==> src/hw/clis_pkg.sv <==
// Shared constants, types and register map of the logic cell input stage.
package clis_pkg;

	// ****************************************************************
	// Structure of the cell
	// ****************************************************************
	localparam int LINE_COUNT = 4;
	localparam int CANDIDATE_COUNT = 32;
	localparam int CODE_W = 5;
	localparam int PIN_COUNT = 4;
	localparam int SIBLING_COUNT = 4;
	localparam int INTERNAL_COUNT = 24;
	localparam int SYNC_STAGES = 2;
	localparam int DATA_W = 8;
	localparam int ADDR_W = 4;

	// ****************************************************************
	// Candidate codes
	// ****************************************************************
	localparam logic [CODE_W-1:0] PIN_CODE_FIRST = 5'h00;
	localparam logic [CODE_W-1:0] SIBLING_CODE_FIRST = 5'h04;
	localparam logic [CODE_W-1:0] INTERNAL_CODE_FIRST = 5'h08;
	localparam logic [CODE_W-1:0] ZERO_CROSS_CODE = 5'h13;
	localparam logic [CODE_W-1:0] LAST_CODE = 5'h1F;

	// ****************************************************************
	// Register offsets
	// ****************************************************************
	localparam logic [ADDR_W-1:0] ADDR_CONTROL = 4'h0;
	localparam logic [ADDR_W-1:0] ADDR_POLARITY = 4'h1;
	localparam logic [ADDR_W-1:0] ADDR_SELECT_FIRST = 4'h2;
	localparam logic [ADDR_W-1:0] ADDR_GATE_FIRST = 4'h6;
	localparam logic [ADDR_W-1:0] ADDR_OUTPUT = 4'hA;

	// ****************************************************************
	// Field positions and values after reset
	// ****************************************************************
	localparam int CTRL_ENABLE_BIT = 7;
	localparam int CTRL_OUT_BIT = 5;
	localparam int CTRL_MODE_LSB = 0;
	localparam int CTRL_MODE_W = 3;
	localparam int POL_OUTPUT_BIT = 7;
	localparam logic [DATA_W-1:0] CONTROL_RESET = 8'h00;
	localparam logic [DATA_W-1:0] READ_IDLE = 8'h00;

	typedef enum logic [CTRL_MODE_W-1:0] {
		MODE_AND_OR,
		MODE_OR_XOR,
		MODE_AND4,
		MODE_SR_LATCH,
		MODE_DFF_SR,
		MODE_DFF_R,
		MODE_JK_R,
		MODE_LATCH_SR
	} clis_mode_e;

	typedef struct packed {
		logic [ADDR_W-1:0] addr;
		logic [DATA_W-1:0] wdata;
		logic write;
		logic read;
	} clis_bus_req_s;

endpackage

==> src/hw/clis_cell.sv <==
// Configurable logic cell: input selection, gating, function and polarity.
//
// How it works
// Thirty-two candidates: synced pins, sibling outputs and internal sources.
// Four data lines feed gates that drive one selected single-output function.
// Four independent selectors, each routing any candidate to its own line.
// Each selector has its own five-bit code, one per line.
// The code value is the index of the candidate taken, zero to 31.
// Codes zero to three take the four pin inputs.
// Codes four to seven take cell outputs one to four.
// Higher codes take internal sources; code 19 is the zero-cross output.
// Codes are undefined until written; software writes all before enabling.
// Codes may be rewritten at any time while running, without reset.
// Path order: selection, gating, logic function, output polarity.
// Final output goes to peripherals and to the pin mapping.
// Gates AND any true or inverted lines, output optionally inverted.
// Reset clears the control register only; selection and gating stay.
// A code change reaches its data line combinationally, no register.
`timescale 1ns/1ps
module clis_cell
	import clis_pkg::*;
(
	// Clock and reset
	input wire logic clock,
	input wire logic rst,
	// Register port
	input wire clis_bus_req_s bus_req,
	output logic [DATA_W-1:0] bus_rdata,
	// Sources
	input wire logic [PIN_COUNT-1:0] cell_pin_input,
	input wire logic [SIBLING_COUNT-1:0] cell_outputs,
	input wire logic [INTERNAL_COUNT-1:0] internal_sources,
	// Results
	output logic [LINE_COUNT-1:0] data_line,
	output logic cell_output,
	output logic pin_output
);

	// ****************************************************************
	// Configuration state
	// ****************************************************************
	logic [CODE_W-1:0] line_source_code [LINE_COUNT];
	logic [2*LINE_COUNT-1:0] gate_select [LINE_COUNT];
	logic [LINE_COUNT-1:0] gate_polarity;
	logic output_polarity;
	logic cell_enable;
	logic [CTRL_MODE_W-1:0] mode_bits;
	logic [PIN_COUNT-1:0] pin_meta;
	logic [PIN_COUNT-1:0] pin_sync;
	logic [CANDIDATE_COUNT-1:0] candidate_input;
	logic [LINE_COUNT-1:0] gate_out;
	logic func_state;
	logic next_func_state;
	logic gate1_prev;
	logic gate1_rise;
	logic func_value;
	clis_mode_e mode;
	logic sel0_known;
	logic gate0_known;

	function automatic logic hit(input logic [ADDR_W-1:0] a, input logic [ADDR_W-1:0] base,
		input int idx);
		hit = (a == ADDR_W'(base + ADDR_W'(idx)));
	endfunction

	// ****************************************************************
	// Control register
	// ****************************************************************
	always_ff @(posedge clock) begin
		if (rst) begin
			cell_enable <= CONTROL_RESET[CTRL_ENABLE_BIT];
			mode_bits <= CONTROL_RESET[CTRL_MODE_LSB +: CTRL_MODE_W];
		end else if (bus_req.write && bus_req.addr == ADDR_CONTROL) begin
			cell_enable <= bus_req.wdata[CTRL_ENABLE_BIT];
			mode_bits <= bus_req.wdata[CTRL_MODE_LSB +: CTRL_MODE_W];
		end
	end

	assign mode = clis_mode_e'(mode_bits);

	// ****************************************************************
	// Selection and gating settings
	// ****************************************************************
	// These carry no reset: a reset keeps what software last wrote, and
	// before the first write they are undefined.
	always_ff @(posedge clock) begin
		for (int i = 0; i < LINE_COUNT; i++) begin
			if (bus_req.write && hit(bus_req.addr, ADDR_SELECT_FIRST, i)) begin
				line_source_code[i] <= bus_req.wdata[CODE_W-1:0];
			end
		end
	end

	always_ff @(posedge clock) begin
		for (int i = 0; i < LINE_COUNT; i++) begin
			if (bus_req.write && hit(bus_req.addr, ADDR_GATE_FIRST, i)) begin
				gate_select[i] <= bus_req.wdata;
			end
		end
	end

	always_ff @(posedge clock) begin
		if (bus_req.write && bus_req.addr == ADDR_POLARITY) begin
			gate_polarity <= bus_req.wdata[LINE_COUNT-1:0];
			output_polarity <= bus_req.wdata[POL_OUTPUT_BIT];
		end
	end

	// ****************************************************************
	// Read port
	// ****************************************************************
	always_ff @(posedge clock) begin
		if (rst) begin
			bus_rdata <= READ_IDLE;
		end else if (bus_req.read) begin
			bus_rdata <= READ_IDLE;
			if (bus_req.addr == ADDR_CONTROL) begin
				bus_rdata[CTRL_ENABLE_BIT] <= cell_enable;
				bus_rdata[CTRL_OUT_BIT] <= cell_output;
				bus_rdata[CTRL_MODE_LSB +: CTRL_MODE_W] <= mode_bits;
			end
			if (bus_req.addr == ADDR_POLARITY) begin
				bus_rdata[LINE_COUNT-1:0] <= gate_polarity;
				bus_rdata[POL_OUTPUT_BIT] <= output_polarity;
			end
			if (bus_req.addr == ADDR_OUTPUT) begin
				bus_rdata[0] <= cell_output;
			end
			for (int i = 0; i < LINE_COUNT; i++) begin
				if (hit(bus_req.addr, ADDR_SELECT_FIRST, i)) begin
					bus_rdata[CODE_W-1:0] <= line_source_code[i];
				end
				if (hit(bus_req.addr, ADDR_GATE_FIRST, i)) begin
					bus_rdata <= gate_select[i];
				end
			end
		end else begin
			bus_rdata <= READ_IDLE;
		end
	end

	// ****************************************************************
	// Candidate pool
	// ****************************************************************
	// Pins come from outside the clock domain and are synchronised first.
	always_ff @(posedge clock) begin
		if (rst) begin
			pin_meta <= '0;
			pin_sync <= '0;
		end else begin
			pin_meta <= cell_pin_input;
			pin_sync <= pin_meta;
		end
	end

	assign candidate_input = {internal_sources, cell_outputs, pin_sync};

	// ****************************************************************
	// Selection and gating stages
	// ****************************************************************
	for (genvar i = 0; i < LINE_COUNT; i++) begin : g_line
		clis_source_mux #(
			.COUNT(CANDIDATE_COUNT)
		) u_mux (
			.candidate_input(candidate_input),
			.line_source_code(line_source_code[i]),
			.data_line(data_line[i])
		);

		clis_data_gate u_gate (
			.data_line(data_line),
			.gate_select(gate_select[i]),
			.gate_polarity(gate_polarity[i]),
			.gate_out(gate_out[i])
		);
	end

	// ****************************************************************
	// Logic function stage
	// ****************************************************************
	// Sequential modes are sampled on the system clock; gate 1 acts as the
	// function clock through an edge detect, so pulses shorter than one
	// system period are lost. The trade buys a fully synchronous cell.
	always_ff @(posedge clock) begin
		if (rst) begin
			gate1_prev <= 1'b0;
		end else begin
			gate1_prev <= gate_out[0];
		end
	end

	assign gate1_rise = gate_out[0] & ~gate1_prev;

	always_comb begin
		next_func_state = func_state;
		func_value = func_state;
		case (mode)
			MODE_AND_OR: func_value = (gate_out[0] & gate_out[1]) | (gate_out[2] & gate_out[3]);
			MODE_OR_XOR: func_value = (gate_out[0] | gate_out[1]) ^ (gate_out[2] | gate_out[3]);
			MODE_AND4: func_value = &gate_out;
			MODE_SR_LATCH: begin
				if (gate_out[2] | gate_out[3]) begin
					next_func_state = 1'b0;
				end else if (gate_out[0] | gate_out[1]) begin
					next_func_state = 1'b1;
				end
				func_value = next_func_state;
			end
			MODE_DFF_SR: begin
				if (gate_out[3]) begin
					next_func_state = 1'b1;
				end else if (gate_out[2]) begin
					next_func_state = 1'b0;
				end else if (gate1_rise) begin
					next_func_state = gate_out[1];
				end
				func_value = next_func_state;
			end
			MODE_DFF_R: begin
				if (gate_out[2] | gate_out[3]) begin
					next_func_state = 1'b0;
				end else if (gate1_rise) begin
					next_func_state = gate_out[1];
				end
				func_value = next_func_state;
			end
			MODE_JK_R: begin
				if (gate_out[2]) begin
					next_func_state = 1'b0;
				end else if (gate1_rise) begin
					case ({gate_out[1], gate_out[3]})
						2'b10: next_func_state = 1'b1;
						2'b01: next_func_state = 1'b0;
						2'b11: next_func_state = ~func_state;
						default: next_func_state = func_state;
					endcase
				end
				func_value = next_func_state;
			end
			MODE_LATCH_SR: begin
				if (gate_out[3]) begin
					next_func_state = 1'b1;
				end else if (gate_out[0]) begin
					next_func_state = 1'b0;
				end else if (gate_out[2]) begin
					next_func_state = gate_out[1];
				end
				func_value = next_func_state;
			end
			default: func_value = 1'b0;
		endcase
	end

	always_ff @(posedge clock) begin
		if (rst || !cell_enable) begin
			func_state <= 1'b0;
		end else begin
			func_state <= next_func_state;
		end
	end

	// ****************************************************************
	// Output polarity and distribution
	// ****************************************************************
	always_ff @(posedge clock) begin
		if (rst || !cell_enable) begin
			cell_output <= 1'b0;
		end else begin
			cell_output <= func_value ^ output_polarity;
		end
	end

	assign pin_output = cell_output;

	// ****************************************************************
	// Checks
	// ****************************************************************
	// Check helpers only: they rise on the first write to line 1's code and gate 1.
	// Until then both settings are undefined, so there is nothing to keep across reset.
	always_ff @(posedge clock) begin
		if (bus_req.write && bus_req.addr == ADDR_SELECT_FIRST) begin
			sel0_known <= 1'b1;
		end
		if (bus_req.write && bus_req.addr == ADDR_GATE_FIRST) begin
			gate0_known <= 1'b1;
		end
	end
endmodule

==> src/hw/clis_data_gate.sv <==
// One data gate: true or inverted lines ANDed, with output polarity.
`timescale 1ns/1ps
module clis_data_gate
	import clis_pkg::*;
(
	// Lines and setting
	input wire logic [LINE_COUNT-1:0] data_line,
	input wire logic [2*LINE_COUNT-1:0] gate_select,
	input wire logic gate_polarity,
	// Gate result
	output logic gate_out
);

	logic [2*LINE_COUNT-1:0] terms;

	// Even bits take a line as is, odd bits take it inverted.
	always_comb begin
		for (int i = 0; i < LINE_COUNT; i++) begin
			terms[2*i] = ~gate_select[2*i] | data_line[i];
			terms[2*i+1] = ~gate_select[2*i+1] | ~data_line[i];
		end
	end

	// Polarity one passes the AND, zero inverts it.
	assign gate_out = gate_polarity ? (&terms) : ~(&terms);

endmodule

==> src/hw/clis_source_mux.sv <==
// One 32-way source selector that drives a single data line.
`timescale 1ns/1ps
module clis_source_mux
	import clis_pkg::*;
#(
	parameter int COUNT = CANDIDATE_COUNT
) (
	// Candidates and code
	input wire logic [COUNT-1:0] candidate_input,
	input wire logic [CODE_W-1:0] line_source_code,
	// Selected line
	output logic data_line
);

	if (COUNT != (1 << CODE_W)) begin : g_check
		$error("clis_source_mux: candidate count must equal the code range");
	end

	// Purely combinational, so a new code reroutes the line at once.
	assign data_line = candidate_input[line_source_code];

endmodule

==> config.mk <==
export PLATFORM = sky130hd
export DESIGN_NAME = clis_cell
export DESIGN_NICKNAME = d
export VERILOG_FILES = /design/src/hw/clis_pkg.sv /design/src/hw/clis_cell.sv /design/src/hw/clis_data_gate.sv /design/src/hw/clis_source_mux.sv
export SDC_FILE = /design/constraint.sdc
export NUM_CORES = 1
export LEC_CHECK = 0
export BUFFER_PORTS_ARGS = -buffer_cell sky130_fd_sc_hd__buf_2
export CAP_MARGIN = 20
export CORE_UTILIZATION = 50
export DETAILED_ROUTE_END_ITERATION = 10
export PLACE_DENSITY = 0.66
export SETUP_SLACK_MARGIN = 0.1
export SYNTH_ARGS = -nofsm -noshare
export SYNTH_HDL_FRONTEND = slang
export SYNTH_SLANG_ARGS = --single-unit
export TNS_END_PERCENT = 10
==> constraint.sdc <==
create_clock -name clock -period 8.52 [get_ports clock]
set_clock_uncertainty 0.1 [all_clocks]
set_input_delay 0.426 -clock clock [delete_from_list [all_inputs] [get_ports clock]]
set_output_delay 0.426 -clock clock [all_outputs]
set_load 0.005 [all_outputs]
# After elaboration in Yosys (flattened, before gate mapping)

Memory sizes are Yosys's and may differ from the RTL's.
Index checks and enable logic that the tools add are counted.

Order comparisons: 4
Equality and inequality tests: 20
Mux-type cells: 76
Bitwise gates (word level): 83
Reductions and logical operators: 27

Operator list:

| operator                                                    | count |
|---|---|
| 2-to-1 mux 8 bit                                            | 7 |
| 2-to-1 mux 1 bit                                            | 45 |
| inverter 1 bit                                              | 43 |
| 2-to-1 mux 5 bit                                            | 7 |
| bitwise OR 1 bit                                            | 35 |
| AND reduction 8 bit                                         | 4 |
| less-than comparator 5 x 6 -> 1 bit (second input constant) | 4 |
| OR reduction 8 bit                                          | 3 |
| binary-select mux 1 bit (select 5 bit)                      | 4 |
| equality test 4 x 3 -> 1 bit (second input constant)        | 4 |
| OR reduction 5 bit                                          | 3 |
| equality test 3 bit (second input constant)                 | 4 |
| equality test 4 bit (second input constant)                 | 3 |
| 2-to-1 mux 2 bit                                            | 6 |
| 2-to-1 mux 4 bit                                            | 3 |
| logical AND 1 bit                                           | 10 |
| equality test 4 x 2 -> 1 bit (second input constant)        | 2 |
| one-hot mux 1 bit (8 select lines)                          | 1 |
| equality test 3 x 2 -> 1 bit (second input constant)        | 2 |
| one-hot mux 1 bit (5 select lines)                          | 1 |
| nonzero test 5 bit                                          | 1 |
| equality test 2 bit (second input constant)                 | 2 |
| equality test 4 x 1 -> 1 bit (second input constant)        | 1 |
| zero test 4 bit                                             | 1 |
| 11 further kinds                                            | 14 |

Flip-flop bits (word level): 28
Bits in writable memories: 52
Output and inout port bits: 14
Word-level logic and storage cells: 222
Memories: 2

Memories:

| name             | depth | width | rd ports | clocked after memory_dff | write ports | RTL line        | source |
|---|---|---|---|---|---|---|---|
| gate_select      | 4     | 8     | 4        | 0                        | 1           | clis_cell.sv:43 | `logic [2*LINE_COUNT-1:0] gate_select [LINE_COUNT];` |
| line_source_code | 4     | 5     | 4        | 0                        | 1           | clis_cell.sv:42 | `logic [CODE_W-1:0] line_source_code [LINE_COUNT];` |

# Logic depth before layout (Yosys ltp)

Gate-level depths: netlist of the first run.

Depth after elaboration: 14
Depth in mapped cells: 14

# Modules after synthesis

A second synthesis of the first run with hierarchy kept.

Cell total of the unflattened synthesis: 462
Area total of the unflattened synthesis: 4927.2 um^2

By module, submodules not included:

| module          | times used | cells each | area an instance (um^2) | seq. area each (um^2) |
|---|---|---|---|---|
| clis_cell       | 1          | 274        | 3405.8                  | 2172.1 |
| clis_source_mux | 4          | 41         | 325.3                   | 0.0 |
| clis_data_gate  | 4          | 6          | 55.1                    | 0.0 |

# Worst setup path before layout of the first run

OpenSTA, ideal clock, no wires.

Path type: register to register
Start point: memory line_source_code[2][0]
End point: register cell_output
Setup time: 65 ps
Arrival: 3597 ps
Required time: 8355 ps
Path slack: 4757 ps
Stages on the path, launching flop included: 15
Buffers on the path: 2
Period minus slack after synthesis: 3763 ps
Cells stage by stage: edfxtp_1 buf_6 buf_12 mux2i_1 a22oi_1 nand3_1 nand2_1 a311oi_2 mux2_2 or4_4 a2111oi_4 a211oi_1 or4b_4 nor4b_2 nand4b_1

RTL lines:

| item                 | RTL line         | source |
|---|---|---|
| from (decl)          | clis_cell.sv:42  |  |
| to (signal assigned) | clis_cell.sv:269 | `cell_output <= func_value ^ output_polarity;` |
| to (decl)            | clis_cell.sv:35  | `output logic cell_output,` |

==> results by group, run 1 <==
Run status
  • Status: finished clean

Final layout
  • # diodes: 0
  • Fraction of layout cells with a size suffix above 1: 19.5%
  • Nets: 560
  • Core Util, Final: 57.6%
  • Layout overhead on the synthesized area: 10.9%

Placed design
  • Worst slack at placement: 3980 ps
  • DPL Wire Length: 10500 µm
  • # port buffers: 61
  • GPL Wtd Cong: 1.01

Detailed routing
  • TritonRoute pass-1 iters: 6
  • DRC Markers: 0
  • DRT iter0 DRCs: 358
  • DRT antenna net count: 0
  • Total vias in the final route: 4070
  • Wire length per cell: 21.6 µm
  • Vias/cell: 6.30
  • WL final: 13900 µm

Clocking
  • CTS sink count: 80
  • Post-CTS setup buffers: 0
  • Clk pin slew, worst setup/hold paths: 100 ps
  • Hold buffers post-CTS: 0
  • Clock Latency Late Sink: 360 ps
  • CTS tree: built
  • CTS Buf Count: 9
  • Clock root cell: clkbuf_8
  • Post_cts resized: 0
  • H-tree levels: 3
  • CTS Buffer Depth: 2

Synthesis
  • Net count after synthesis: 508
  • Yosys reg bits: 80
  • Post-synth top area cell: edfxtp_1
  • Mapped Area: 4840 µm²
  • Library cells used by synthesis: 60
  • Post-synthesis sequential area ratio: 44.8%
  • Yosys Warn Count: 0
  • Synth async-reset ratio: 0%
  • Syn avg cell area: 10.5 µm²
  • Most used DFF post-synth: edfxtp_1
  • Count leader, synth: mux2i_1
  • Largest cells by area after synthesis: edfxtp_1 35%, mux2i_1 15%, dfxtp_1 9.5%, a22oi_1 3.4%, nand2_1 2.9%
  • Synth Instances: 460
  • Synth cell count leaders: 74 x mux2i_1, 57 x edfxtp_1, 37 x nand2_1, 31 x nor2_1, 23 x dfxtp_1
  • Yosys top cell area share: 35.3%
  • Post-synth EDFFs: 57

Power
  • Pint: 631 µW
  • Clock network power share: 37.7%
  • Lkg Pwr: 2.08 nW
  • Power density cells: 158 nW/µm²
  • Worst vdd rail ir drop: 0.109 mV
  • Combinational share of power: 11.0%
  • P_sw: 217 µW
  • Reg power frac: 51.2%
  • Switching Share: 25.6%

Floorplanning
  • Count of standard-cell rows: 35
  • Die Wd: 100 µm
  • IO Pins: 62
  • Die area: 10100 µm²
  • Die Height: 100 µm
  • Core ar.: 9330 µm²
  • Initial core utilization: 51.9%

STA
  • Worst Tran Pin Value: 982 ps
  • Final setup margin: 3900 ps
  • Hold Vio Cnt, Final: 0
  • Max frequency: 216 MHz
  • Final max-slew violation count: 0
  • Final worst path period need: 4620 ps
  • Fin Setup TNS: 0 ps
  • Final setup viols: 0
  • Slew Limit Headroom: 34.5%
  • RSZ-0062 raised after global routing: false
  • Final worst path period share: 54.2%

Global route
  • GRT Util Overall: 29.3%
  • Largest net degree at the start of global routing: 19
  • Grt total ovfl: 0
  • Antenna violations before repair: 0
  • Vias in the first global route: 3881
  • First-pass GRT wire length: 21600 µm

Critical path
  • Slowest-stage cell, CP: edfxtp_1
  • Crit path max-delay family: simple AND/OR/NAND/NOR gates
  • CP required: 8710 ps
  • Nature of the critical path endpoint: flip-flop
  • Buf+Inv Stages, Crit Path: 0
  • WS Path Type: flip-flop to flip-flop
  • Highest net fanout along the worst path: 17
  • Critical Path, Cell by Cell: mux2i_1 > a22oi_1 > nand3_1 > nand2_1 > a311oi_2 > mux2_2 > nor4_1 > o22a_1 > a2111oi_0 > or4b_4 > nor4b_2 > nand4b_1
  • Worst Path Arrival: 4810 ps
  • Slowest stage delay, CP: 960 ps
  • Critical path startpoint category: flip-flop

Job
  • MaxCap Viol Count: 0

Worst hold path
  • Hold Crit Class: input port to flip-flop
[final timing paths]
check | from | endpoint | slack [ps] | cells past startpoint
setup / recovery | line_source_code[2][0]$_DFFE_PP_ | cell_output$_SDFF_PP0_ | 3900 | 12
hold / removal | bus_req[8] | gate_select[3][6]$_DFFE_PP_ | 180 | 1
setup reg to reg | line_source_code[2][0]$_DFFE_PP_ | cell_output$_SDFF_PP0_ | 3900 | 12
hold reg to reg | pin_meta[0]$_SDFF_PP0_ | pin_sync[0]$_SDFF_PP0_ | 340 | 1
[power groups by stage]
| stage | combinational [mW] | sequential (mW) | clock [mW] |
|---|---|---|---|
| 6_report | 0.0934 | 0.434 | 0.320 |
| 5_1_grt | 0.101 | 0.435 | 0.339 |
| 2_1_floorplan | 0.0573 | 0.438 | 0 |
| 3_5_place_dp | 0.0913 | 0.443 | 0 |
| 3_3_place_gp | 0.0901 | 0.443 | 0 |
| 4_1_cts | 0.0918 | 0.434 | 0.322 |
[sequential cells by signal (all words and copies together) (netlist names)]
register          count
pin_sync              4
output_polarity       1
func_state            1
gate_polarity         4
bus_rdata             8
cell_output           1
cell_enable           1
line_source_code     20
gate1_prev            1
pin_meta              4
mode                  3
gate_select          32
[stage by stage]
stage | std cells | instance area (µm²) | hold slack, ps | total power [mW]
final | 646 | 5370 | 176 | 0.847
after global routing | 646 | 5370 | 165 | 0.875
after CTS | 646 | 5370 | 169 | 0.847
after detailed placement | 630 | 5150 | 323 | 0.534
after global placement | 630 | 5150 | 321 | 0.533
after floorplan | 460 | 4840 | 314 | 0.495
[final cells by class]
type / instances / area [µm²]
Clock buffer: 9 / 124
Clock inverter: 7 / 101
Fill cell: 853 / 3960
Inverter: 11 / 41.3
Multi-Input combinational cell: 348 / 2460
Sequential cell: 80 / 2170
Tap cell: 129 / 161
Timing Repair Buffer: 62 / 313
[kinds of logic after synthesis]
| kind of cell | after synthesis | share of synthesized area (%) |
|---|---|---|
| simple gates | 159 | 17.2 |
| compound gates | 106 | 16.2 |
| mux | 82 | 17.2 |
| flops | 80 | 44.8 |
| buf+inv | 32 | 4.39 |
| xor+xnor | 1 | 0.181 |
[per-layer routing]
layer | vias up | GRT usage (%) | share of wire (%)
met5 | - | 0 | 0
met4 | 0 | 10.9 | 2.5
met3 | 33 | 6.34 | 9.4
met2 | 250 | 44.7 | 45
met1 | 1924 | 40.8 | 44
li1 | 1863 | - | -
[placed cells by master, fill, tap and decap left out, types with 3 or more instances in the layout]
master and count:
nand2_1 37, a211oi_1 7, and3_1 3, nor2b_1 17
inv_6 3, nor4_1 5, nand2b_1 15, inv_1 11
dfxtp_1 23, nor3_1 6, buf_2 61, a21oi_1 19
o21ai_0 13, mux2_2 7, mux2i_1 74, and2_1 14
edfxtp_1 57, nand4_1 3, nand3_1 17, nor2_1 31
a221oi_1 5, a31oi_1 9, a22oi_1 22, clkbuf_8 9
Note: power is estimated with default switching activity, not from simulation.
==> inputs of run 2 (changes only) <==
- ABC_AREA: not set -> 1
- PLACE_DENSITY: 0.66 -> 0.69
- clock period: 8.52 -> 3.9 ns (I/O delays scaled with it)
==> results by group, run 2 <==
Run status
  • Status: finished clean

Synthesis
  • Post-synth top area cell: edfxtp_1
  • Yosys Warn Count: 0
  • Library cells used by synthesis: 36
  • Yosys top cell area share: 33.8%
  • Count leader, synth: nand2_1
  • Net count after synthesis: 720
  • Post-synthesis sequential area ratio: 42.9%
  • Synth cell count leaders: 236 x nand2_1, 131 x nand3_1, 57 x edfxtp_1, 52 x inv_1, 47 x nor2_1
  • Syn avg cell area: 7.54 µm²
  • Mapped Area: 5060 µm²
  • Most used DFF post-synth: edfxtp_1
  • Largest cells by area after synthesis: edfxtp_1 34%, nand2_1 17%, nand3_1 13%, dfxtp_1 9.1%, inv_1 3.9%
  • Yosys reg bits: 80
  • Synth async-reset ratio: 0%
  • Post-synth EDFFs: 57
  • Synth Instances: 672

STA
  • RSZ-0062 raised after global routing: false
  • Final setup margin: 721 ps
  • Worst Tran Pin Value: 694 ps
  • Hold Vio Cnt, Final: 0
  • Fin Setup TNS: 0 ps
  • Final worst path period need: 3180 ps
  • Slew Limit Headroom: 53.5%
  • Final worst path period share: 81.5%
  • Max frequency: 315 MHz
  • Final max-slew violation count: 0
  • Final setup viols: 0

Detailed routing
  • DRT antenna net count: 0
  • DRT iter0 DRCs: 518
  • TritonRoute pass-1 iters: 5
  • Total vias in the final route: 4893
  • Vias/cell: 5.63
  • DRC Markers: 0
  • Wire length per cell: 17.9 µm
  • WL final: 15600 µm

Power
  • Power density cells: 347 nW/µm²
  • Lkg Pwr: 2.54 nW
  • Worst vdd rail ir drop: 0.200 mV

Global route
  • M1 GR Usage: 46.3%
  • Gr busiest metal: met2
  • Antenna violations before repair: 0
  • GRT Util Overall: 31.8%
  • Grt total ovfl: 0
  • GR Util met3: 6.71%
  • Largest net degree at the start of global routing: 18
  • Vias in the first global route: 4494
  • First-pass GRT wire length: 24400 µm
  • GR Util met2: 47.5%

Final layout
  • Largest Register: gate_select
  • Final std cells w/o fill: 869
  • Fillers: 952
  • Multi-input logic area: 2410 µm²
  • Nets: 779
  • Layout overhead on the synthesized area: 11.9%
  • Fraction of layout cells with a size suffix above 1: 17.4%
  • Storage cell area: 2170 µm²
  • Most common cell after layout, fill and taps aside: nand2_1
  • Post-route cell area: 5670 µm²
  • Biggest regs: gate_select: 32 flops, line_source_code: 20 flops, bus_rdata: 8 flops
  • Commonest cells after routing, fill and taps aside: 236 x nand2_1, 131 x nand3_1, 62 x buf_2
  • Largest register FFs: 32
  • Core Util, Final: 58.0%
  • # diodes: 0

Placed design
  • GPL Wtd Cong: 0.928
  • Worst slack at placement: 820 ps
  • Placed cell count: 846
  • Dpl cell area: 5340 µm²
  • # port buffers: 61
  • DPL Wire Length: 11700 µm

Critical path
  • Nature of the critical path endpoint: flip-flop
  • Slowest-stage cell, CP: edfxtp_1
  • Crit path max-delay family: simple AND/OR/NAND/NOR gates
  • Buf+Inv Stages, Crit Path: 2
  • Worst Path Arrival: 3340 ps
  • WS Path Type: flip-flop to flip-flop
  • CP required: 4060 ps
  • Slowest stage delay, CP: 680 ps
  • Critical Path, Cell by Cell: inv_6 > nand2_1 > nand3_1 > nand3_1 > nand2_1 > nand2_1 > nand3_2 > nand2_2 > nand2_1 > nand2_1 > nor2_1 > nand3_1 > nand2_2 > inv_2 > nor2_2 > nand2_1 > nand3_2 > nand2_1 > nor2_2 > nand3_2 > a21oi_1 > nor2_1
  • Crit path top cell by count: nand2_1
  • Highest net fanout along the worst path: 17
  • Critical path startpoint category: flip-flop

Clocking
  • H-tree levels: 3
  • Post-CTS setup buffers: 0
  • Clock root cell: clkbuf_8
  • CTS sink count: 80
  • CTS Buf Count: 9
  • Clock Latency Late Sink: 360 ps
  • CTS tree: built
  • CTS Buffer Depth: 2
  • Clk pin slew, worst setup/hold paths: 100 ps

Floorplanning
  • Core ar.: 9770 µm²
  • IO Pins: 62
  • Die area: 10500 µm²
  • Initial core utilization: 51.8%
  • Die Height: 103 µm
  • Count of standard-cell rows: 36
  • Die Wd: 103 µm

Job
  • MaxCap Viol Count: 0

Worst hold path
  • Hold Crit Class: input port to flip-flop
## run 2: kinds of logic (layout without fill, tap and decap cells)
| family | after synthesis | in the layout | synth area share, % |
|---|---|---|---|
| AOI/OAI and AO/OA | 45 | 45 | 5.53 |
| buffers and inverters | 87 | 151 | 9.49 |
| DFF | 80 | 80 | 42.9 |
| and+or+nand+nor | 460 | 460 | 42.1 |
## run 2: per-layer routing
layer,wire [µm],vias to the layer above,part of all wire (%)
li1,-,2355,-
met1,6740,2273,43
met2,6940,240,45
met3,1630,25,10
met4,250,0,1.6
met5,0,-,0
## run 2: report_power, final
group | switching, mW | internal [mW] | total [mW]
sequential | 0.0209 | 0.929 | 0.950
clock | 0.346 | 0.440 | 0.786
combinational | 0.153 | 0.0792 | 0.232
total | 0.520 | 1.45 | 1.97
## run 2: metrics by stage
step / power (mW) / hold WS, ps
6_report: 1.97 / 9.89
5_1_grt: 2.03 / 12.3
4_1_cts: 1.96 / 9.89
3_5_place_dp: 1.19 / 296
3_3_place_gp: 1.19 / 289
2_1_floorplan: 1.10 / 194
## run 2: layout make-up
cell class / count / area share [%]
multi-input combinational: 505 / 42.6
clock buffer: 9 / 2.19
inverter: 65 / 4.77
sequential: 80 / 38.3
clock inverter: 7 / 2.39
timing repair buffer: 70 / 6.80
tap: 133 / 2.94
## run 2: path summary, 6_finish.rpt
path                            slack (ps)                              from                           to  depth (start not counted)
worst min-delay path                    10                        bus_req[9]  gate_select[3][7]$_DFFE_PP_                          1
worst max-delay path                   720  line_source_code[2][0]$_DFFE_PP_       cell_output$_SDFF_PP0_                         22
worst min register to register         310            pin_meta[3]$_SDFF_PP0_       pin_sync[3]$_SDFF_PP0_                          2
worst max register to register         720  line_source_code[2][0]$_DFFE_PP_       cell_output$_SDFF_PP0_                         22
## run 2: repair_timing
item,in CTS,in global routing
hold buffers,6,0
resized for setup,0,0
endpoints found under the hold margin,12,0
==> inputs of run 3 (changes only) <==
- PLACE_DENSITY: 0.69 -> 0.66
- clock period: 3.9 -> 3.2 ns (I/O delays scaled with it)
==> results by group, run 3 (synthesis gave the netlist of run 2 again) <==
Run status
  • Status: finished clean

Critical path
  • Critical Path, Cell by Cell: buf_12 > inv_6 > nand2_1 > nand3_1 > nand3_1 > nand2_1 > nand2_1 > nand3_2 > nand2_2 > nand2_1 > nand2_1 > nor2_2 > nand3_1 > nand2_2 > inv_2 > nor2_2 > nand2_1 > nand3_2 > nand2_1 > nor2_2 > nand3_2 > a21oi_1 > nor2_1
  • WS Path Type: flip-flop to flip-flop
  • Slowest-stage cell, CP: edfxtp_1
  • Highest net fanout along the worst path: 17
  • Worst Path Arrival: 3070 ps
  • Slowest stage delay, CP: 420 ps
  • CP required: 3360 ps
  • Nature of the critical path endpoint: flip-flop
  • Crit path top cell by count: nand2_1
  • Critical path startpoint category: flip-flop

STA
  • Worst Tran Pin Value: 730 ps
  • Final worst path period need: 2910 ps
  • RSZ-0062 raised after global routing: false
  • Hold Vio Cnt, Final: 0
  • Final setup viols: 0
  • Final worst path period share: 90.8%
  • Max frequency: 344 MHz
  • Fin Setup TNS: 0 ps
  • Final max-slew violation count: 0
  • Slew Limit Headroom: 50.1%
  • Fin Hold WS: 13.8 ps

Floorplanning
  • Core ar.: 9770 µm²
  • Die Wd: 103 µm
  • Die Height: 103 µm
  • IO Pins: 62
  • Count of standard-cell rows: 36
  • Die area: 10500 µm²
  • Initial core utilization: 51.8%

Power
  • Power density cells: 392 nW/µm²
  • Worst vdd rail ir drop: 0.348 mV
  • Lkg Pwr: 2.60 nW
  • Tot Pwr: 2.26 mW

Placed design
  • DPL Wire Length: 11800 µm
  • GPL Wtd Cong: 1.00
  • # port buffers: 61
  • Placed cell count: 850

Global route
  • Largest net degree at the start of global routing: 18
  • Grt total ovfl: 0
  • Antenna violations before repair: 0
  • Vias in the first global route: 4480
  • GRT Util Overall: 31.4%
  • First-pass GRT wire length: 24000 µm

Detailed routing
  • DRT iter0 DRCs: 480
  • WL final: 15800 µm
  • Total vias in the final route: 4992
  • DRT antenna net count: 0
  • DRC Markers: 0
  • Vias/cell: 5.65
  • TritonRoute pass-1 iters: 5
  • Wire length per cell: 17.9 µm

Final layout
  • Layout overhead on the synthesized area: 13.9%
  • Final std cells w/o fill: 883
  • Most common cell after layout, fill and taps aside: nand2_1
  • Commonest cells after routing, fill and taps aside: 236 x nand2_1, 131 x nand3_1, 61 x buf_2
  • # diodes: 0
  • Biggest regs: gate_select: 32 flops, line_source_code: 20 flops, bus_rdata: 8 flops
  • Nets: 793
  • Fraction of layout cells with a size suffix above 1: 19.1%
  • Largest register FFs: 32
  • Largest Register: gate_select

Clocking
  • CTS tree: built
  • CTS sink count: 80
  • Clk pin slew, worst setup/hold paths: 90 ps
  • Clock Latency Late Sink: 370 ps
  • Clock root cell: clkbuf_8
  • CTS Buffer Depth: 2
  • H-tree levels: 3
  • CTS Buf Count: 9

Job
  • MaxCap Viol Count: 0

Worst hold path
  • Hold Crit Class: input port to flip-flop
-- run 3: worst max-delay path: cells and delay by family, from the launching register on --
family                 cells  cell delay [ps]
DFF                        1              420
buffers and inverters      3              350
and+or+nand+nor           19             1770
AOI/OAI and AO/OA          1              130
-- run 3: cell type report --
cell class              count  area [µm²]
clock inverters             6        72.6
repair buffers             84         508
inverters                  65         270
clock buffers              10         149
fillers                   948        4010
flip-flops and latches     80        2170
well taps                 133         166
multi-input cells         505        2430
-- run 3: repair_timing --
item / in CTS / in global routing
hold buffers: 7 / 0
setup buffers: 1 / 9
hold endpoints to repair: 17 / 0
resized for setup: 0 / 4
setup endpoints to repair: 1 / 2
-- run 3: through the flow --
stage | utilization (%) | setup slack (ps) | cell area [µm²]
after global routing | 59.0 | 118 | 5770
after detailed placement | 55.0 | 127 | 5370
final | 59.0 | 295 | 5770
after CTS | 58.1 | 143 | 5680
after global placement | 55.0 | 153 | 5370
after floorplan | - | 799 | 5060
-- run 3: power by group --
part	total, mW	internal [mW]	switching, mW
registers	1.15	1.13	0.0200
clock network	0.813	0.417	0.396
logic	0.298	0.102	0.196
total	2.26	1.65	0.612
-- run 3: worst paths after layout --
check,cells after the start,to,start,slack (ps)
worst min-delay path,2,pin_sync[2]$_SDFF_PP0_,rst,10
worst max-delay path,23,cell_output$_SDFF_PP0_,line_source_code[2][0]$_DFFE_PP_,290
worst min register to register,2,pin_sync[1]$_SDFF_PP0_,pin_meta[1]$_SDFF_PP0_,300
worst max register to register,23,cell_output$_SDFF_PP0_,line_source_code[2][0]$_DFFE_PP_,290
-- run 3: routing by layer --
metal  wire [µm]  GRT usage (%)
met5           0              0
met1        6460           43.2
met2        7270           48.3
met4         248           10.7
met3        1840           7.86
